<file path="src/rtl/atten_ctrl_regs.vh">
// Constants for the serial attenuator control block
`ifndef ATTEN_CTRL_REGS_VH
`define ATTEN_CTRL_REGS_VH
`define WORD_BITS      16
`define ADDR_MSB       15
`define ADDR_LSB       8
`define LEVEL_MSB      7
`define LEVEL_LSB      0
`define CHAN_A_CODE    8'h00
`define CHAN_B_CODE    8'h01
`define HALF_STEP_END  8'h60
`define FULL_STEP_END  8'h7E
`define MUTE_CODE      8'h7F
`define SHIFT_RESET    16'h0000
`define SYNC_LOW       2'h0
`define SYNC_HIGH      2'h3
`endif

</file>
<file path="src/rtl/atten_ctrl.v">
// Serial control interface of a two-channel stepped attenuator
// Overview of operation
// RULE1 - Serial data enters the shift register on rising serial clock edges.
// RULE2 - Bits are taken only while the load strobe stays low.
// RULE3 - Older shift register bits leave one per shift on the chain output.
// RULE4 - The controller raises the strobe only after all chain bits.
// RULE5 - A latched word changes a channel only when its address is known.
// RULE6 - A recognized word sets that channel to the level its byte encodes.
// RULE7 - Each of the two channels keeps its own setting.
// RULE8 - A transfer is sixteen bits MSB first: address then level byte.
// RULE9 - Address zero selects the first channel, address one the second.
// RULE10 - Codes below 60h are half-dB, 60h-7Eh one-dB, 7Fh and up mute.
// RULE11 - After reset every channel is muted until a valid update.
// RULE12 - The strobe rising edge copies the word to a latch for decode.
`timescale 1ns/1ps
`include "atten_ctrl_regs.vh"
module atten_ctrl
(
  // Clock and reset
  input  wire       clk_i,
  input  wire       nrst_i,
  // Serial pins
  input  wire       sclk_i,
  input  wire       load_n_i,
  input  wire       sdata_i,
  output reg        sdata_o,
  // Channel settings
  output reg  [7:0] level_a_o,
  output reg  [7:0] level_b_o,
  output reg        mute_a_o,
  output reg        mute_b_o,
  output reg        coarse_a_o,
  output reg        coarse_b_o,
  output reg        update_o
);

  // ****************************************
  // Declarations
  // ****************************************
  reg  [1:0]  sclk_s_q;
  reg  [1:0]  load_s_q;
  reg  [1:0]  data_s_q;
  reg         sclk_q;
  reg         load_q;
  reg  [15:0] shift_q;
  reg  [15:0] hold_q;
  reg         hold_vld_q;
  wire        sclk_rise;
  wire        load_rise;
  wire        addr_ok;
  wire [7:0]  addr_fld;
  wire [7:0]  level_fld;
  wire        wr_en;
  wire        wr_sel;
  wire [7:0]  st_a;
  wire [7:0]  st_b;

  // ****************************************
  // Decode functions
  // ****************************************
  function mute_dec;
    input [7:0] code;
    begin
      mute_dec = (code >= `MUTE_CODE); // RULE10
    end
  endfunction

  function coarse_dec;
    input [7:0] code;
    begin
      coarse_dec = (code >= `HALF_STEP_END) && (code <= `FULL_STEP_END);
    end
  endfunction

  // ****************************************
  // Pin synchronisers
  // ****************************************
  always @(posedge clk_i or negedge nrst_i)
  begin
    if (!nrst_i)
    begin
      sclk_s_q <= `SYNC_LOW;
      load_s_q <= `SYNC_HIGH;
      data_s_q <= `SYNC_LOW;
    end
    else
    begin
      sclk_s_q <= {sclk_s_q[0], sclk_i};
      load_s_q <= {load_s_q[0], load_n_i};
      data_s_q <= {data_s_q[0], sdata_i};
    end
  end

  // ****************************************
  // Edge detection
  // ****************************************
  always @(posedge clk_i or negedge nrst_i)
  begin
    if (!nrst_i)
    begin
      sclk_q <= 1'b0;
      load_q <= 1'b1;
    end
    else
    begin
      sclk_q <= sclk_s_q[1];
      load_q <= load_s_q[1];
    end
  end

  assign sclk_rise = sclk_s_q[1] & ~sclk_q;
  assign load_rise = load_s_q[1] & ~load_q;

  // ****************************************
  // Shift register and chain output
  // ****************************************
  always @(posedge clk_i or negedge nrst_i)
  begin
    if (!nrst_i)
    begin
      shift_q <= `SHIFT_RESET;
      sdata_o <= 1'b0;
    end
    else if (sclk_rise && !load_s_q[1]) // RULE2
    begin
      shift_q <= {shift_q[`WORD_BITS-2:0], data_s_q[1]}; // RULE1 RULE8
      sdata_o <= shift_q[`WORD_BITS-1]; // RULE3
    end
  end

  // ****************************************
  // Holding latch and decode
  // ****************************************
  always @(posedge clk_i or negedge nrst_i)
  begin
    if (!nrst_i)
    begin
      hold_q     <= `SHIFT_RESET;
      hold_vld_q <= 1'b0;
    end
    else
    begin
      hold_vld_q <= load_rise;
      if (load_rise)
        hold_q <= shift_q; // RULE12
    end
  end

  // ****************************************
  // Address decode
  // ****************************************
  assign addr_fld  = hold_q[`ADDR_MSB:`ADDR_LSB]; // RULE8
  assign level_fld = hold_q[`LEVEL_MSB:`LEVEL_LSB]; // RULE8
  assign addr_ok   = (addr_fld == `CHAN_A_CODE) ||
                     (addr_fld == `CHAN_B_CODE); // RULE9
  assign wr_en     = hold_vld_q & addr_ok; // RULE5
  assign wr_sel    = hold_q[`ADDR_LSB]; // RULE9

  // ****************************************
  // Level store
  // ****************************************
  level_store u_store
  (
    .clk_i     (clk_i),
    .nrst_i    (nrst_i),
    .wr_en_i   (wr_en), // RULE5
    .wr_sel_i  (wr_sel),
    .wr_data_i (level_fld), // RULE6
    .level_a_o (st_a),
    .level_b_o (st_b)
  );

  // ****************************************
  // Output registers
  // ****************************************
  always @(posedge clk_i or negedge nrst_i)
  begin
    if (!nrst_i)
    begin
      level_a_o  <= `MUTE_CODE;
      level_b_o  <= `MUTE_CODE;
      mute_a_o   <= 1'b1; // RULE11
      mute_b_o   <= 1'b1; // RULE11
      coarse_a_o <= 1'b0;
      coarse_b_o <= 1'b0;
      update_o   <= 1'b0;
    end
    else
    begin
      level_a_o  <= st_a;
      level_b_o  <= st_b;
      mute_a_o   <= mute_dec(st_a); // RULE10
      mute_b_o   <= mute_dec(st_b); // RULE10
      coarse_a_o <= coarse_dec(st_a); // RULE10
      coarse_b_o <= coarse_dec(st_b); // RULE10
      update_o   <= wr_en; // RULE12
    end
  end

endmodule // atten_ctrl

</file>
<file path="src/rtl/level_store.v">
// Two-entry attenuation level store with registered read data
`timescale 1ns/1ps
`include "atten_ctrl_regs.vh"
module level_store
(
  // Clock and reset
  input  wire       clk_i,
  input  wire       nrst_i,
  // Write port
  input  wire       wr_en_i,
  input  wire       wr_sel_i,
  input  wire [7:0] wr_data_i,
  // Read data
  output reg  [7:0] level_a_o,
  output reg  [7:0] level_b_o
);

  always @(posedge clk_i or negedge nrst_i)
  begin
    if (!nrst_i)
    begin
      level_a_o <= `MUTE_CODE; // RULE11
      level_b_o <= `MUTE_CODE; // RULE11
    end
    else if (wr_en_i)
    begin
      if (wr_sel_i)
        level_b_o <= wr_data_i; // RULE7
      else
        level_a_o <= wr_data_i; // RULE7
    end
  end

endmodule // level_store

</file>
<file path="config.mk">
export PLATFORM = sky130hd
export DESIGN_NAME = atten_ctrl
export DESIGN_NICKNAME = d
export VERILOG_FILES = /design/src/rtl/atten_ctrl.v /design/src/rtl/level_store.v
export VERILOG_INCLUDE_DIRS = /design/src /design/src/rtl
export SDC_FILE = /design/constraint.sdc
export NUM_CORES = 1
export LEC_CHECK = 0
export BUFFER_PORTS_ARGS = -buffer_cell sky130_fd_sc_hd__buf_2
export CORE_ASPECT_RATIO = 0.6
export CORE_MARGIN = 1
export CORE_UTILIZATION = 25
export CTS_CLUSTER_DIAMETER = 50
export DETAILED_ROUTE_END_ITERATION = 10
export HOLD_SLACK_MARGIN = 0.08
export REMOVE_ABC_BUFFERS = 1
export SLEW_MARGIN = 30
export SYNTH_ARGS = -nofsm -noshare
export SYNTH_HDL_FRONTEND = slang
export SYNTH_SLANG_ARGS = --single-unit
</file>
<file path="constraint.sdc">
create_clock -name clk_i -period 2.4 [get_ports clk_i]
set_clock_uncertainty 0.05 [all_clocks]
set_input_delay 0.48 -clock clk_i [delete_from_list [all_inputs] [get_ports clk_i]]
set_output_delay 0.48 -clock clk_i [all_outputs]
set_load 0.1 [all_outputs]
</file>
==> results.md <==
* Status: finished, final reports clean
* Most common cell after layout, fill and taps aside: mux2_2
* Avg Inst Size Synth at 18.5 um^2
* Die Ht at 83.4 um
* Synth Area in Compound Gates at 0.634%
* ANT cells at 0
* Postcts setup bufs at 0
* Clk sink count at 79
* Int Power at 0.00303 W
* Port-buffer cells at 26
* Clock tree buffer depth at 2
* Switching Fraction at 32.2%
* RSZ-0062 raised after global routing: false
* CTS Root Cell: clkbuf_16
* Adder-cell share of the synthesized area at 0%
* P_sw at 0.00144 W
* Row count at 29
* Vias in the first global route at 1427
* Iter 0 DRT Violations at 56
* Area delta synth->final at 23.4%
* WP data arrival at 1.26 ns
* Final Power at 0.00447 W
* Residual DRC at 0
* CP top delay family: flip-flops
* Area of the multi-input gates at 709 um^2
* Ports at 27
* Drt via density at 4.04
* CTS buffer count at 9
* Largest family of logic cells by synthesized area: multiplexers
* Mux cell area share after synthesis at 20.0%
* Clock-pin slew on the worst setup and hold paths at 0.06 ns
* CP Buf/Inv Count at 1
* CP max stage cell: dfstp_2
* Final hold violation count at 0
* TNS Setup at 0 ns
* Shortest period the worst path allows at 1.79 ns
* Net count, final at 190
* Full die area at 0.0115 mm^2
* CTS tree: built
* Routed Antenna Nets at 0
* Post-Synthesis Cell Area at 0.00276 mm^2
* Leak Pwr at 1.55 nW
* CP Launch Type: flip-flop
* Core area at 0.0107 mm^2
* Synth cell types at 19
* Maxcap violations at 0
* GPL Wtd Cong at 0.658
* Crit end category: output port
* Fin. max-slew vios at 0
* First-pass GRT wire length at 7850 um
* Reg-to-reg endpoint: u_store.level_a_o[7]
* Final HPWL DP at 2980 um
* Fill count at 1046
* Worst-margin pin slew at 0.526 ns
* Post-synthesis sequential area ratio at 73.1%
* Worst R2R Setup Slack at 0.66 ns
* Reg-to-reg critical path startpoint: hold_q[12]
* Gate power share at 22.1%
* Worst slew margin at 64.9%
* Vias at 1328
* Post-cts resize count at 0
* Crit-path max FO at 1
* DR WL/cell at 13.6 um
* Initial antenna violation count at 0
* Final period utilization at 74.7%
* Worst Setup Path Type: reg2out
* Util after Layout at 32.0%
* Worst path cell trace: buf_2
* Yosys warns at 0
* Seq pwr share at 43.4%
* Drt total wl at 4490 um
* Depth of the worst register-to-register path at 3
* Synthesized flop and latch total at 79
* Most frequent cells in the layout: 48 x mux2_2, 46 x dfrtp_1, 33 x dfstp_2
* DRT Pass-1 Iters at 3
* Simple-gate share of the synthesized area at 5.07%
* Largest net degree at the start of global routing at 42
* Req. time, crit path at 1.87 ns
* Power Density at 1310 mW/mm^2
* Overall routing resource usage at 9.38%
* CP peak stage delay at 0.51 ns
* Clock Power Share at 34.5%
* Initial Util at 25.9%
* Share of layout cells above drive strength 1 at 67.9%
* Grt ovf at 0
* Hold crit path type: in2async
* Synth Area in XOR/XNOR at 0%
* H-tree depth at 3
* Clock Latency Late Sink at 0.33 ns
* Hold Buf Count CTS at 0
* Fmax achieved at 558 MHz
* Synth Instances at 149
* Chip width at 138 um
* VDD IR-drop max at 0.00109 V
* FF+latch area at 0.00202 mm^2
* Final setup viols at 0
-- synth_stat cells --
cell type,number,share of area [%]
dfrtp_1,46,42
buf_6,2,0.82
dfstp_2,33,31
nor4b_4,1,0.86
mux2_1,1,0.41
nor3_1,2,0.36
nand2_1,2,0.27
mux2_2,48,20
nand3_2,1,0.36
nor3b_4,1,0.68
nand4_1,2,0.45
and2_1,1,0.23
nor2b_1,1,0.23
nor4_4,1,0.77
buf_4,1,0.27
buf_2,1,0.18
a31o_2,2,0.63
and3b_1,1,0.32
nor3b_1,2,0.54
-- cells by family after synthesis --
family / count (synthesis)
AO/OA/AOI/OAI: 2
buffers and inverters: 4
flip-flops: 79
multiplexers: 49
AND/OR/NAND/NOR: 15
-- sequential cells by signal, summed over array words and instances, names as in the netlist --
name and cells:
data_s_q 2, load_s_q 2, mute_a_o 1, shift_q 16, u_store.level_a_o 8, coarse_b_o 1, coarse_a_o 1, level_b_o 8
hold_q 16, sclk_s_q 2, u_store.level_b_o 8, sclk_q 1, sdata_o 1, level_a_o 8, mute_b_o 1, update_o 1
hold_vld_q 1, load_q 1
-- power by group through the flow --
stage	logic [W]	registers (W)	clock network [W]
after floorplan	0.000245	0.00250	0
after global placement	0.000986	0.00195	0
after detailed placement	0.000997	0.00196	0
after CTS	0.000998	0.00194	0.00157
after global routing	0.00104	0.00198	0.00164
final	0.000989	0.00194	0.00154
-- worst max path at each step --
| stage | endpoint | cells after the start | slack, ns | start |
|---|---|---|---|---|
| after global placement | u_store.level_a_o[7] | 3 | 0.71 | hold_q[9] |
| after CTS | level_a_o[6] | 1 | 0.58 | level_a_o[6] |
| after global routing | level_a_o[6] | 1 | 0.57 | level_a_o[6] |
| final | level_a_o[6] | 1 | 0.61 | level_a_o[6] |
| after detailed placement | u_store.level_a_o[7] | 3 | 0.65 | hold_q[9] |
| after floorplan | hold_q[0] | 2 | 0.48 | load_s_q[1] |
-- layout make-up --
class,instances,share of cell area (%)
clock buffers,13,7.34
clock inverters,3,2.64
multi-input cells,66,20.8
flip-flops and latches,79,59.2
well taps,139,5.10
repair buffers,29,4.92
-- layer usage --
metal | track usage (%) | wire length (um) | vias to the layer above
li1 | - | - | 602
met1 | 12.9 | 2280 | 692
met2 | 12.3 | 1860 | 23
met3 | 4.40 | 247 | 11
met4 | 4.45 | 93 | 0
met5 | 0 | 0 | -
-- stage by stage --
stage          worst slack [ns]  cells  instance area [um^2]  hold slack (ns)
2_1_floorplan             0.478    145                  2730            0.134
3_5_place_dp              0.646    313                  3070            0.297
4_1_cts                   0.580    329                  3410           0.0933
5_1_grt                   0.567    329                  3410            0.115
6_report                  0.606    329                  3410           0.0818
3_3_place_gp              0.707    313                  3070            0.286
Note: power is estimated with default switching activity, not from simulation.
